--- config.mk ---
export PLATFORM = sky130hd
export DESIGN_NAME = grc_remote_local_clear
export DESIGN_NICKNAME = d
export VERILOG_FILES = /design/src/grc_pkg.sv /design/src/grc_remote_local_clear.sv /design/src/grc_sync.sv /design/src/grc_mem_wipe.sv
export SDC_FILE = /design/constraint.sdc
export NUM_CORES = 1
export LEC_CHECK = 0
export BUFFER_PORTS_ARGS = -buffer_cell sky130_fd_sc_hd__clkbuf_2
export CORE_MARGIN = 2
export CORE_UTILIZATION = 25
export CTS_CLUSTER_DIAMETER = 80
export DETAILED_ROUTE_END_ITERATION = 10
export PLACE_DENSITY = 0.41
export SLEW_MARGIN = 20
export SYNTH_ARGS = -nofsm -noshare
export SYNTH_HDL_FRONTEND = slang
export SYNTH_SLANG_ARGS = --single-unit
--- constraint.sdc ---
create_clock -name clk -period 5.7 [get_ports clk]
set_input_delay 0.855 -clock clk [delete_from_list [all_inputs] [get_ports clk]]
set_output_delay 0.855 -clock clk [all_outputs]
set_load 0.01 [all_outputs]
--- src/grc_pkg.sv ---
package grc_pkg;

    // ****************************************
    // Bus command codes, seven bit, positive
    // ****************************************
    localparam logic [6:0] CMD_GTL     = 7'h01;
    localparam logic [6:0] CMD_SDC     = 7'h04;
    localparam logic [6:0] CMD_GET     = 7'h08;
    localparam logic [6:0] CMD_LLO     = 7'h11;
    localparam logic [6:0] CMD_DCL     = 7'h14;
    localparam logic [1:0] GRP_LISTEN  = 2'h1;
    localparam logic [1:0] GRP_TALK    = 2'h2;
    localparam logic [4:0] ADDR_UNADDR = 5'h1f;
    localparam logic [4:0] ADDR_RST    = 5'h0c;

    // ****************************************
    // Register map and reset values
    // ****************************************
    localparam int          APB_AW       = 12;
    localparam logic [11:0] REG_CTRL     = 12'h000;
    localparam logic [11:0] REG_STATUS   = 12'h004;
    localparam logic [11:0] REG_MODE     = 12'h008;
    localparam logic [11:0] REG_PTR      = 12'h00c;
    localparam logic [11:0] REG_SELFTEST = 12'h010;
    localparam logic [1:0]  DISP_SOURCE  = 2'h0;
    localparam logic [1:0]  PROG_STEP    = 2'h2;
    localparam logic [7:0]  PTR_HOME     = 8'h01;

    // ****************************************
    // Carriers and register layouts
    // ****************************************
    // Bus lines are negative true on the wire
    typedef struct packed {
        logic       atnN;
        logic       renN;
        logic       ifcN;
        logic       davN;
        logic [7:0] dioN;
    } grc_pins_t;
    localparam grc_pins_t PINS_IDLE = 12'hfff;

    typedef struct packed {
        logic       parity;
        logic [1:0] grp;
        logic [4:0] addr;
    } grc_cmd_t;

    typedef struct packed {
        logic remoteLed;
        logic lockoutLed;
        logic talkLed;
        logic listenLed;
    } grc_panel_t;

    typedef struct packed {
        logic [25:0] rsvd;
        logic        ren;
        logic        wipeBusy;
        logic        listen;
        logic        talk;
        logic        lockout;
        logic        remote;
    } grc_status_reg_t;

    typedef struct packed {
        logic [26:0] rsvd;
        logic [1:0]  progMode;
        logic [1:0]  dispSel;
        logic        outputOn;
    } grc_mode_reg_t;

    typedef struct packed {
        logic [15:0] rsvd;
        logic [7:0]  dispPtr;
        logic [7:0]  bufPtr;
    } grc_ptr_reg_t;

    typedef struct packed {
        logic [26:0] rsvd;
        logic [4:0]  primaryAddr;
    } grc_ctrl_reg_t;

    typedef struct packed {
        logic [30:0] rsvd;
        logic        selfTest;
    } grc_selftest_reg_t;

    typedef enum logic [1:0] {
        WIPE_IDLE = 2'b01,
        WIPE_RUN  = 2'b10
    } grc_wipe_fsm_t;

    typedef struct packed {
        logic          davPrev;
        logic          remote;
        logic          lockout;
        logic          talk;
        logic          listen;
        logic [4:0]    primaryAddr;
        grc_mode_reg_t mode;
        grc_ptr_reg_t  ptr;
        logic          selfTest;
        logic          trigger;
        logic          clearPulse;
        logic [31:0]   rdData;
        logic          slvErr;
    } grc_state_t;

endpackage : grc_pkg

--- src/grc_remote_local_clear.sv ---
`timescale 1ns/1ps
`default_nettype none

module grc_remote_local_clear #(
    parameter int MEM_DEPTH = 128,
    parameter int MEM_AW    = $clog2(MEM_DEPTH)
) (
    input  wire logic                        clk,
    input  wire logic                        reset_n,
    input  wire logic                        ce,
    input  wire grc_pkg::grc_pins_t          busPins,
    input  wire logic                        selfTestDone,
    input  wire logic                        psel,
    input  wire logic                        penable,
    input  wire logic                        pwrite,
    input  wire logic [grc_pkg::APB_AW-1:0]  paddr,
    input  wire logic [31:0]                 pwdata,
    output logic                             pready,
    output logic      [31:0]                 prdata,
    output logic                             pslverr,
    output grc_pkg::grc_panel_t              panel,
    output logic                             panelLocked,
    output logic                             outputOn,
    output logic      [1:0]                  dispSel,
    output logic      [1:0]                  progMode,
    output logic      [7:0]                  bufPtr,
    output logic      [7:0]                  dispPtr,
    output logic                             selfTestFlag,
    output logic                             triggerPulse,
    output logic                             deviceClear,
    output logic                             memWipeWe,
    output logic      [MEM_AW-1:0]           memWipeAddr,
    output logic                             memWipeBusy
);
    import grc_pkg::*;

    // ****************************************
    // Pin synchronisers
    // ****************************************
    grc_pins_t  pinSync;
    grc_state_t state;
    grc_state_t next_state;

    // Every bus line crosses in from the cable
    grc_sync #(
        .W       ($bits(grc_pins_t)),
        .RST_VAL (PINS_IDLE)
    ) uPinSync (
        .clk     (clk),
        .reset_n (reset_n),
        .ce      (ce),
        .din     (busPins),
        .dout    (pinSync)
    );

    // ****************************************
    // Command decode
    // ****************************************
    logic     atnAct, renAct, ifcAct, davAct;
    grc_cmd_t cmdByte;
    logic     cmdStrobe, isMyListen, isMyTalk, isOtherTalk, isUnl;
    logic     isGtl, isSdc, isGet, isLlo, isDcl;
    logic     addressedCmd, clrNow;

    // Lines are negative true; DIO8 is ignored
    assign atnAct  = !pinSync.atnN;
    assign renAct  = !pinSync.renN;
    assign ifcAct  = !pinSync.ifcN;
    assign davAct  = !pinSync.davN;
    assign cmdByte = grc_cmd_t'(~pinSync.dioN);

    // One command per data-valid leading edge under ATN
    assign cmdStrobe = ce && atnAct && davAct && !state.davPrev;

    assign isMyListen  = (cmdByte.grp == GRP_LISTEN) && (cmdByte.addr == state.primaryAddr)
                         && (cmdByte.addr != ADDR_UNADDR);
    assign isMyTalk    = (cmdByte.grp == GRP_TALK) && (cmdByte.addr == state.primaryAddr)
                         && (cmdByte.addr != ADDR_UNADDR);
    assign isOtherTalk = (cmdByte.grp == GRP_TALK) && !isMyTalk;
    assign isUnl       = (cmdByte.grp == GRP_LISTEN) && (cmdByte.addr == ADDR_UNADDR);

    assign isLlo = ({cmdByte.grp, cmdByte.addr} == CMD_LLO);
    assign isDcl = ({cmdByte.grp, cmdByte.addr} == CMD_DCL);
    assign isGtl = ({cmdByte.grp, cmdByte.addr} == CMD_GTL);
    assign isSdc = ({cmdByte.grp, cmdByte.addr} == CMD_SDC);
    assign isGet = ({cmdByte.grp, cmdByte.addr} == CMD_GET);

    assign addressedCmd = cmdStrobe &&
                          (isMyListen || (state.listen && (isGtl || isSdc || isGet)));

    assign clrNow = cmdStrobe && (isDcl || (isSdc && state.listen));

    // ****************************************
    // APB slave
    // ****************************************
    logic                   apbSetup, apbWrite;
    wire grc_ctrl_reg_t     wrCtrl     = pwdata;
    wire grc_selftest_reg_t wrSelfTest = pwdata;

    // Read data is latched in setup, so no wait states
    assign apbSetup = psel && !penable;
    assign pready   = psel && penable;
    assign apbWrite = pready && pwrite && !state.slvErr;
    assign pslverr  = pready && state.slvErr;

    // ****************************************
    // Next state
    // ****************************************
    always_comb begin
        next_state            = state;
        next_state.davPrev    = davAct;
        next_state.trigger    = 1'b0;
        next_state.clearPulse = 1'b0;

        // Listener and talker addressing
        if (cmdStrobe) begin
            if (isMyListen) begin
                next_state.listen = 1'b1;
                next_state.talk   = 1'b0;
            end else if (isMyTalk) begin
                next_state.talk   = 1'b1;
                next_state.listen = 1'b0;
            end else if (isOtherTalk) begin
                next_state.talk = 1'b0;
            end else if (isUnl) begin
                next_state.listen = 1'b0;
            end
        end

        if (renAct && addressedCmd) begin
            next_state.remote = 1'b1;
        end

        if (cmdStrobe && isGtl && state.listen) begin
            next_state.remote = 1'b0;
        end

        if (cmdStrobe && isLlo && renAct) begin
            next_state.lockout = 1'b1;
        end

        if (!renAct) begin
            next_state.remote  = 1'b0;
            next_state.lockout = 1'b0;
        end

        if (ifcAct) begin
            next_state.talk   = 1'b0;
            next_state.listen = 1'b0;
        end

        next_state.trigger = cmdStrobe && isGet;

        // Read mux, also flags unmapped addresses
        if (apbSetup) begin
            next_state.slvErr = 1'b0;
            case (paddr)
                REG_CTRL: begin
                    next_state.rdData = grc_ctrl_reg_t'{rsvd: '0, primaryAddr: state.primaryAddr};
                end
                REG_STATUS: begin
                    next_state.rdData = grc_status_reg_t'{rsvd: '0, ren: renAct,
                        wipeBusy: memWipeBusy, listen: state.listen, talk: state.talk,
                        lockout: state.lockout, remote: state.remote};
                end
                REG_MODE: begin
                    next_state.rdData = state.mode;
                end
                REG_PTR: begin
                    next_state.rdData = state.ptr;
                end
                REG_SELFTEST: begin
                    next_state.rdData = grc_selftest_reg_t'{rsvd: '0, selfTest: state.selfTest};
                end
                default: begin
                    next_state.rdData = '0;
                    next_state.slvErr = 1'b1;
                end
            endcase
        end

        // Register writes at the access edge
        if (apbWrite) begin
            case (paddr)
                REG_CTRL: begin
                    next_state.primaryAddr = wrCtrl.primaryAddr;
                end
                REG_MODE: begin
                    next_state.mode      = grc_mode_reg_t'(pwdata);
                    next_state.mode.rsvd = '0;
                end
                REG_PTR: begin
                    next_state.ptr      = grc_ptr_reg_t'(pwdata);
                    next_state.ptr.rsvd = '0;
                end
                REG_SELFTEST: begin
                    if (wrSelfTest.selfTest) begin
                        next_state.selfTest = 1'b0;
                    end
                end
                default: begin
                    next_state.slvErr = state.slvErr;
                end
            endcase
        end

        // only self test or power up sets it
        if (selfTestDone) begin
            next_state.selfTest = 1'b1;
        end

        // Power-up state, then shared defaults
        if (!reset_n) begin
            next_state             = '0;
            next_state.primaryAddr = ADDR_RST;
            next_state.selfTest    = 1'b1;
        end

        // output off, source, step
        // A clear beats a software write in the same cycle
        if (clrNow || !reset_n) begin
            next_state.mode.outputOn = 1'b0;
            next_state.mode.dispSel  = DISP_SOURCE;
            next_state.mode.progMode = PROG_STEP;
            next_state.ptr.bufPtr    = PTR_HOME;
            next_state.ptr.dispPtr   = PTR_HOME;
        end
        next_state.clearPulse = clrNow && reset_n;
    end

    // Single state register, frozen by the clock enable
    always_ff @(posedge clk) begin
        if (!reset_n || ce) begin
            state <= next_state;
        end
    end

    // ****************************************
    // Program memory erase
    // ****************************************
    // wipe every stored program word
    grc_mem_wipe #(
        .DEPTH   (MEM_DEPTH),
        .AW      (MEM_AW)
    ) uWipe (
        .clk     (clk),
        .reset_n (reset_n),
        .ce      (ce),
        .start   (state.clearPulse),
        .busy    (memWipeBusy),
        .we      (memWipeWe),
        .addr    (memWipeAddr)
    );

    // ****************************************
    // Outputs
    // ****************************************
    // one flag per panel light
    assign panel.remoteLed  = state.remote;
    assign panel.lockoutLed = state.lockout;
    assign panel.talkLed    = state.talk;
    assign panel.listenLed  = state.listen;
    assign panelLocked      = state.lockout;
    assign outputOn         = state.mode.outputOn;
    assign dispSel          = state.mode.dispSel;
    assign progMode         = state.mode.progMode;
    assign bufPtr           = state.ptr.bufPtr;
    assign dispPtr          = state.ptr.dispPtr;
    assign selfTestFlag     = state.selfTest;
    assign triggerPulse     = state.trigger;
    assign deviceClear      = state.clearPulse;
    assign prdata           = state.rdData;
endmodule : grc_remote_local_clear

`default_nettype wire

--- src/grc_sync.sv ---
`timescale 1ns/1ps
`default_nettype none

module grc_sync #(
    parameter int           W       = 1,
    parameter logic [W-1:0] RST_VAL = '1
) (
    input  wire logic         clk,
    input  wire logic         reset_n,
    input  wire logic         ce,
    input  wire logic [W-1:0] din,
    output logic      [W-1:0] dout
);
    import grc_pkg::*;

    typedef struct packed {
        logic [W-1:0] meta;
        logic [W-1:0] held;
    } grc_sync_state_t;

    grc_sync_state_t state;
    grc_sync_state_t next_state;

    // Only the second stage reads the first
    always_comb begin
        next_state.meta = din;
        next_state.held = state.meta;
        if (!reset_n) begin
            next_state.meta = RST_VAL;
            next_state.held = RST_VAL;
        end
    end

    // Frozen with the clock enable, reset still acts
    always_ff @(posedge clk) begin
        if (!reset_n || ce) begin
            state <= next_state;
        end
    end

    assign dout = state.held;

endmodule : grc_sync

`default_nettype wire

--- src/grc_mem_wipe.sv ---
`timescale 1ns/1ps
`default_nettype none

module grc_mem_wipe #(
    parameter int DEPTH = 128,
    parameter int AW    = $clog2(DEPTH)
) (
    input  wire logic          clk,
    input  wire logic          reset_n,
    input  wire logic          ce,
    input  wire logic          start,
    output logic               busy,
    output logic               we,
    output logic      [AW-1:0] addr
);
    import grc_pkg::*;

    typedef struct packed {
        grc_wipe_fsm_t fsm;
        logic [AW-1:0] addr;
    } grc_wipe_state_t;

    grc_wipe_state_t state;
    grc_wipe_state_t next_state;

    // A new start restarts the sweep from the bottom
    always_comb begin
        next_state = state;
        case (state.fsm)
            WIPE_IDLE: begin
                next_state.addr = '0;
            end
            WIPE_RUN: begin
                if (state.addr == AW'(DEPTH - 1)) begin
                    next_state.fsm = WIPE_IDLE;
                end
                next_state.addr = state.addr + AW'(1);
            end
            default: begin
                next_state.fsm = WIPE_IDLE;
            end
        endcase
        if (start) begin
            next_state.fsm  = WIPE_RUN;
            next_state.addr = '0;
        end
        if (!reset_n) begin
            next_state.fsm  = WIPE_IDLE;
            next_state.addr = '0;
        end
    end

    always_ff @(posedge clk) begin
        if (!reset_n || ce) begin
            state <= next_state;
        end
    end

    // One zero word written per enabled cycle
    assign busy = (state.fsm == WIPE_RUN);
    assign we   = busy;
    assign addr = state.addr;

endmodule : grc_mem_wipe

`default_nettype wire

# Yosys cells after proc, flatten, opt, wreduce, memory -nomap -nowiden
# Cells that the tools add are included.
# totals
register_bits	143
in_bits	63
out_inout_bits	72
elab_cells	153
# op_classes
n_addsub	1
eq_ne	38
mux	25
bitwise	2
n_reduce_logical	62
# op_table
operator	count
32-bit case mux with 5 select lines	1
73-bit 2-to-1 mux	1
70-bit 2-to-1 mux	1
32-bit 2-to-1 mux	2
33-bit 2-to-1 mux	1
1-bit logical AND	25
12-bit by 4-bit == test with 1-bit output, second input constant	2
3-bit by 1-bit != test with 1-bit output, second input constant	7
3-bit AND reduction	7
5-bit != test, second input constant	4
7-bit by 5-bit == test with 1-bit output, second input constant	2
7-bit case mux with 2 select lines	1
12-bit by 3-bit == test with 1-bit output, second input constant	1
12-bit by 5-bit == test with 1-bit output, second input constant	1
12-bit logical NOT	1
2-bit AND reduction	6
1-bit 2-to-1 mux	11
2-bit by 1-bit != test with 1-bit output, second input constant	5
9-bit 2-to-1 mux	1
3-bit != test, second input constant	3
1-bit logical NOT	8
2-bit 2-to-1 mux	4
4-bit by 1-bit != test with 1-bit output, second input constant	2
4-bit AND reduction	2
19 further kinds	29

# Logic depth before layout (Yosys ltp)
# Gate-level depths: netlist of run 1.
# depth
ltp_word	10
depth_mapped	6
mapped_depth_nobuf	6

# Cells and area by module
# A second synthesis of run 1 with hierarchy kept.
# hier_totals
cells_unflattened	366
hier_area_um2	4496.8
# modules_own_cells
module	instances	cells_each	area_per_inst_um2	seq_area_each_um2
grc_remote_local_clear	1	251	2966.6	1531.5
grc_sync	1	63	982.2	720.7
grc_mem_wipe	1	52	548.0	270.3

# Least setup slack after synthesis of run 1
# OpenSTA, ideal clock, no wires.
# synth_timing
kind	input-to-reg
start	in paddr[8] in the netlist's numbering
end	reg state, in the netlist bufPtr[0], enable pin
setup_time_ps	394
arrival_ps	2969
required_time_ps	5306
path_slack_ps	2336
path_stages	5
path_cell_list	or4_4 or2_1 buf_6 or3_1 a21oi_1
# synth_via
elab_chain_len	3
# synth_lines
item	line	text
from (decl)	grc_remote_local_clear.sv:16	input wire logic [grc_pkg::APB_AW-1:0] paddr,
12-bit by 4-bit == test with 1-bit output	grc_remote_local_clear.sv:184	case (paddr)
3-bit by 1-bit != test with 1-bit output (no line)	n/a	
3-bit AND reduction (no line)	n/a	
to (signal assigned)	grc_remote_local_clear.sv:234	state <= next_state;
to (decl)	grc_remote_local_clear.sv:41	grc_state_t state;
# No other way between the ends.
# A chain may end at the register's enable or synchronous reset.

# Worst setup path in the final report of run 1
# layout_timing
start	in ce
end	reg state, in the netlist bufPtr[3], enable pin
# layout_via
elab_chain_len	7
word_cells_on_any_way	9
cone_classes	2 x eq/ne; 7 x reduce/logical
# layout_lines
item	line	text
from (decl)	grc_remote_local_clear.sv:10	input wire logic ce,
1-bit logical AND (3 in a row)	grc_remote_local_clear.sv:73	assign cmdStrobe = ce && atnAct && davAct && !state.davPrev;
1-bit logical AND	grc_remote_local_clear.sv:91	assign clrNow = cmdStrobe && (isDcl || (isSdc && state.listen));
1-bit logical OR	grc_remote_local_clear.sv:221	if (clrNow || !reset_n) begin
3-bit by 1-bit != test with 1-bit output (no line)	n/a	
3-bit AND reduction (no line) *	n/a	
# Mark *: on every way between the ends. The rest lies on a longest branch, timed or not.

==> flow_summary.toml, run 1 <==
[drt]
vias = 2573
drc = 0
wire_per_inst_um = 14.7
drt_first_pass_iters = 4
ant_nets = 0
vias_per_cell = 4.08
routed_wl_um = 9280
drtIter0Drc = 197

[yosys]
synth_top_family_by_area = "simple AND/OR/NAND/NOR gates"
yosys_warnings = 0
synth_compound_area_share_pct = 3.53
yosysUniqueCellTypes = 40
synth_fa_ha_area_share_pct = 0.883
synth_commonest_cells = "82 x edfxtp_1, 64 x buf_4, 31 x nand2b_1"
ys_seq_elements = 82
synth_top_area_cell = "edfxtp_1"
ys.flop_type = "edfxtp_1"
synth.avg_cell_area_um2 = 12.2
synth_area_leaders = "edfxtp_1 58%, buf_4 11%, nand2b_1 4.6%"
yosys.cell_count.top_type = "edfxtp_1"
synth_seq_area_share_pct = 57.9
synthCells = 349
synth_area_um2 = 4250
synth_edf_count = 82
yosys.area.top_type_share_pct = 57.9
synth-simple-area-share_pct = 19.3
synth-xor-area-share_pct = 2.27
synthArstFlopShare_pct = 0
synthMuxAreaShare_pct = 2.83

[hold_path]
worstHoldPathType = "reg -> reg"
holdPathEnd = "uPinSync.dout[2]$_SDFFCE_PN1P_"
worstHoldStart = "uPinSync.state[14]$_SDFFCE_PN1P_"
whs_path_depth = 1

[worst_setup_path]
required_ns = 5.66
r2r_cells = 5
worst-path-buf-inv = 2
reg2reg_slack_ns = 2.85
slowest_delay_ns = 0.78
start_kind = "primary input"
worstPathArrival_ns = 3.08
crit_fanout = 19
r2r-end = "bufPtr[3]$_SDFFCE_PP0P_"
critPathCaptureType = "register"
critPathKind = "in -> reg"
worstReg2RegStart = "uPinSync.dout[8]$_SDFFCE_PN1P_"
cp_top_family = "simple AND/OR/NAND/NOR gates"
path_depth = 6
path_cells = "clkbuf_2 > nor4b_1 > and4_1 > a31oi_1 > buf_4 > a21oi_2"
slowest_stage = "a21oi_2"

[sta]
slew_violations = 0
setup_violations = 0
tightest_slew_ns = 0.994
fmax_mhz = 321
grt_setup_unrepaired = "no"
fin_setup_tns_ns = 0
hold_viol = 0
slew-limit-headroom_pct = 33.6
fin_worst_skew_ns = 0.00751
fin_crit_ns = 3.12
finalCritPeriodShare_pct = 54.7

[die]
core-area_um2 = 16600
ios = 135
die_w_um = 134
die_area_um2 = 18100
std_cell_rows = 47
start_util_pct = 25.6
dieHeight_um = 134

[cells_and_area]
regArea_um2 = 2460
nets = 472
multiInputGateArea_um2 = 1290
area_growth_pct = 15.1
layout-drive-gt1-share_pct = 31.4
fillCellCount = 1735
final_area_um2 = 4890
antenna_cells = 0

[global_routing]
grt.overflow.total = 0
grt_max_degree = 41
grt_pass1_vias = 2603
grt_antenna_before_repair = 1
grt_pass1_wl_um = 14100
grt_usage_pct = 10.5

[clocking]
cts_hold_buf = 0
cts_resized = 0
htree_levels = 3
clock_path_buffers = 2
cts.sinks = 82
cts_tree = "done"
clk_pin_slew_worst_paths_ns = 0.06
cts-root-buf = "clkbuf_16"
numCtsBuffers = 9
post_cts_buffers = 0
clk_latency_ns = 0.34

[placed_design]
hpwlAfterDp_um = 6880
io_buffers = 101
gp_congestion = 0.752
dpl_cell_area_um2 = 4590

[pwr]
power_density_nw_per_um2 = 302
p_leak_nw = 1.95
p_total_mw = 1.48
peakVddDrop_uv = 132

[run]
max_cap_violations = 0

[status]
status = "complete, no violations"
per-stage QoR:
stage                     utilization, %  instances  hold slack [ns]  worst slack [ns]
after floorplan                        -        364            0.477              2.34
after global routing                29.5        631            0.519              2.34
after global placement              27.7        615            0.483              2.15
final                               29.5        631            0.498              2.58
after detailed placement            27.7        615            0.488              2.16
after CTS                           29.5        631            0.503              2.52
worst reg2reg max path, cell delays in order, from the launching register on:
cell and delay [ns]:
edfxtp_1 0.39, nor4b_1 0.63, and4_1 0.36, a31oi_1 0.10
buf_4 0.21, a21oi_2 0.78
cell families (layout without fill, tap and decap cells):
family,count (synthesis),in the layout
other,1,16
multiplexers,7,7
buffers and inverters,83,130
AO/OA/AOI/OAI,25,25
AND/OR/NAND/NOR,137,137
flip-flops,82,82
adder cells (fa/ha/maj),3,3
XOR/XNOR,11,11
how the worst max path moves through the flow:
| stage | from | endpoint | slack [ns] |
|---|---|---|---|
| detailed placement | ce | bufPtr[7]$_SDFFCE_PP0P_ | 2.16 |
| global placement | ce | dispPtr[1]$_SDFFCE_PP0P_ | 2.15 |
| CTS | ce | bufPtr[6]$_SDFFCE_PP0P_ | 2.52 |
| finish | ce | bufPtr[3]$_SDFFCE_PP0P_ | 2.58 |
| global route | ce | bufPtr[3]$_SDFFCE_PP0P_ | 2.34 |
| floorplan | paddr[8] | bufPtr[0]$_SDFFCE_PN1P_ | 2.34 |
report_power, final:
part           internal [mW]  switching, mW
Clock                  0.343          0.250
Sequential             0.713         0.0260
Combinational         0.0613         0.0846
layout make-up:
cell class              instances  share of cell area (%)
clock buffers                   9                    4.60
repair buffers                103                    10.6
clock inverters                 7                    1.61
inverters                      11                   0.844
flip-flops and latches         82                    50.3
well taps                     220                    5.63
multi-input cells             199                    26.4
placed cells by master (no fill, tap or decap), types with 2 or more instances in the layout:
| cell type | Yosys | final |
|---|---|---|
| clkbuf_2 | 0 | 101 |
| edfxtp_1 | 82 | 82 |
| nand2b_1 | 31 | 31 |
| and2_1 | 29 | 29 |
| nor2_1 | 22 | 22 |
| conb_1 | 1 | 16 |
| inv_1 | 11 | 11 |
| and3_1 | 9 | 9 |
| clkbuf_16 | 0 | 9 |
| o21ai_0 | 9 | 8 |
| nand2_1 | 8 | 8 |
| xnor2_1 | 7 | 7 |
| a31oi_1 | 6 | 6 |
| nor3_1 | 6 | 6 |
| a21oi_1 | 6 | 5 |
| nand3_1 | 5 | 5 |
| nor2b_1 | 4 | 4 |
| xor2_1 | 4 | 4 |
| nand3b_1 | 4 | 4 |
| mux4_2 | 4 | 4 |
| nor4b_1 | 3 | 3 |
| nand4b_1 | 3 | 3 |
| mux2i_1 | 3 | 3 |
| ha_1 | 3 | 3 |
| and4_1 | 2 | 2 |
| nand4_1 | 2 | 2 |
| or4_4 | 2 | 2 |
| a21oi_2 | 1 | 2 |
| clkinv_4 | 0 | 2 |
| clkinvlp_4 | 0 | 2 |
| buf_4 | 64 | 2 |
sequential cells by signal, indices dropped and copies added, names as in the netlist, 3 cells and up:
register,count
dispPtr,8
uPinSync.state,11
panel,3
bufPtr,8
uWipe.addr,7
prdata,16
state,7
uPinSync.dout,11
metal layers:
metal  wire, µm  share of wire [%]  vias to the layer above  global-route usage, %
li1           -                  -                     1266                      -
met1       3970                 43                     1213                   12.6
met2       4500                 48                       81                   17.0
met3        651                7.0                       11                   3.93
met4        142                1.5                        2                   4.15
met5         13               0.14                        -                      0
No activity file was read; power rests on OpenSTA's default activity.
==> inputs of run 2 (changes only) <==
==> constraint.sdc (replaced) <==
create_clock -name clk -period 3.07 [get_ports clk]
set_input_delay 0.4605 -clock clk [delete_from_list [all_inputs] [get_ports clk]]
set_output_delay 0.4605 -clock clk [all_outputs]
set_load 0.01 [all_outputs]
==> flow_summary.toml, run 2 (synthesized netlist as in run 1, its figures left out) <==
[hold_path]
whs_path_depth = 2
worstHoldPathType = "in -> reg"
holdPathEnd = "uPinSync.state[15]$_SDFFCE_PN1P_"
worstHoldStart = "busPins[3]"

[cells_and_area]
final_cell_mix = "101 x clkbuf_2, 82 x edfxtp_1, 31 x nand2b_1"
area_growth_pct = 14.8
nets = 477
layout-drive-gt1-share_pct = 31.1
largest_register_ffs = 16
multiInputGateArea_um2 = 1290
instances_no_fill = 635
fillCellCount = 1762
final_common_cell = "clkbuf_2"
regArea_um2 = 2460
antenna_cells = 0

[global_routing]
grt.overflow.total = 0
grt_pass1_wl_um = 14500
grt_antenna_before_repair = 1
grt_pass1_vias = 2594
grt_max_degree = 31
grt_usage_pct = 10.8

[clocking]
cts_hold_buf = 0
cts_resized = 0
cts_tree = "done"
cts-root-buf = "clkbuf_16"
clock_path_buffers = 2
htree_levels = 3
clk_latency_ns = 0.34
numCtsBuffers = 9
cts.sinks = 82
clk_pin_slew_worst_paths_ns = 0.06
post_cts_buffers = 0

[die]
dieHeight_um = 134
core-area_um2 = 16600
die_area_um2 = 18100
std_cell_rows = 47
start_util_pct = 25.6
ios = 135
die_w_um = 134

[drt]
drt_first_pass_iters = 5
met2_length_um = 4530
wire_per_inst_um = 14.8
wl_met1_um = 4030
routed.top_layer = "met5"
vias_per_cell = 4.14
drtIter0Drc = 128
drc = 0
ant_nets = 0
vias = 2627
routed_wl_um = 9390
wl_met3_um = 609

[sta]
fmax_mhz = 435
slew-limit-headroom_pct = 52.9
slew_violations = 0
setup_violations = 0
hold_viol = 0
tightest_slew_ns = 0.705
fin_crit_ns = 2.30
finalCritPeriodShare_pct = 74.9
grt_setup_unrepaired = "no"
fin_setup_tns_ns = 0
fin_worst_skew_ns = 0.00717

[pwr]
comb_power_share_pct = 10.6
clockPowerShare_pct = 36.6
power_density_nw_per_um2 = 533
p_leak_nw = 1.96
p_int_mw = 1.98
peakVddDrop_uv = 299
p_seq_share_pct = 52.7
p_switching_mw = 0.624
switching_share_pct = 24.0

[placed_design]
hpwlAfterDp_um = 7080
dp_cells = 620
io_buffers = 101
gp_congestion = 0.765

[worst_setup_path]
critPathCaptureType = "register"
r2r-end = "bufPtr[7]$_SDFFCE_PP0P_"
crit_fanout = 6
start_kind = "primary input"
required_ns = 3.08
r2r_cells = 6
critPathKind = "in -> reg"
worstPathArrival_ns = 2.31
reg2reg_slack_ns = 0.94
worstReg2RegStart = "uPinSync.dout[8]$_SDFFCE_PN1P_"

[run]
max_cap_violations = 0

[status]
status = "complete, no violations"
-- run 2: cell count changes in the layout (fill, tap and decap cells not counted), sizes merged --
cell,delta
bufinv,-1
clkbuf,+2
buf,+5
inv,-1
clkinvlp,-1
-- run 2: how the worst max path moves through the flow --
stage	cells after the start	startpoint	slack, ns	endpoint
after floorplan	5	paddr[8]	0.10	bufPtr[0]$_SDFFCE_PN1P_
after global placement	5	paddr[8]	0.40	dispSel[0]$_SDFFCE_PP0P_
after detailed placement	5	paddr[8]	0.36	progMode[0]$_SDFFCE_PP0P_
after CTS	5	paddr[8]	0.75	dispSel[1]$_SDFFCE_PP0P_
after global routing	5	paddr[8]	0.70	outputOn$_SDFFCE_PP0P_
final	5	paddr[8]	0.77	dispSel[0]$_SDFFCE_PP0P_
-- run 2: metrics by stage --
step	power (mW)	cell area [µm²]	worst slack [ns]	utilization (%)	hold WS, ns
finish	2.60	4880	0.769	29.4	0.376
global route	2.72	4880	0.701	29.4	0.378
CTS	2.64	4880	0.752	29.4	0.364
detailed placement	1.68	4630	0.364	27.9	0.486
global placement	1.68	4630	0.403	27.9	0.482
floorplan	1.61	4310	0.101	-	0.477
-- run 2: power groups by stage --
stage	clock network, mW	registers, mW	logic [mW]
2_1_floorplan	0	1.38	0.226
6_report	0.954	1.37	0.276
5_1_grt	1.03	1.38	0.309
3_5_place_dp	0	1.40	0.282
3_3_place_gp	0	1.40	0.280
4_1_cts	0.984	1.37	0.283
-- run 2: layer usage --
metal  track usage [%]  vias to the layer above
li1                  -                     1282
met1              13.0                     1236
met2              17.2                       90
met3              3.63                       17
met4              5.15                        2
met5                 0                        -
-- run 2: layout make-up --
cell class	count	share of cell area, %
timing repair buffer	108	11.4
multi-input combinational	199	26.4
sequential	82	50.5
tap	220	5.64
clock inverter	4	0.410
inverter	11	0.846
clock buffer	11	4.77
-- run 2: worst max-delay path: stages --
cell and delay [ns]:
clkbuf_2 0.09, or4_4 0.54, or2_1 0.35, or4_4 0.55, a21oi_2 0.33
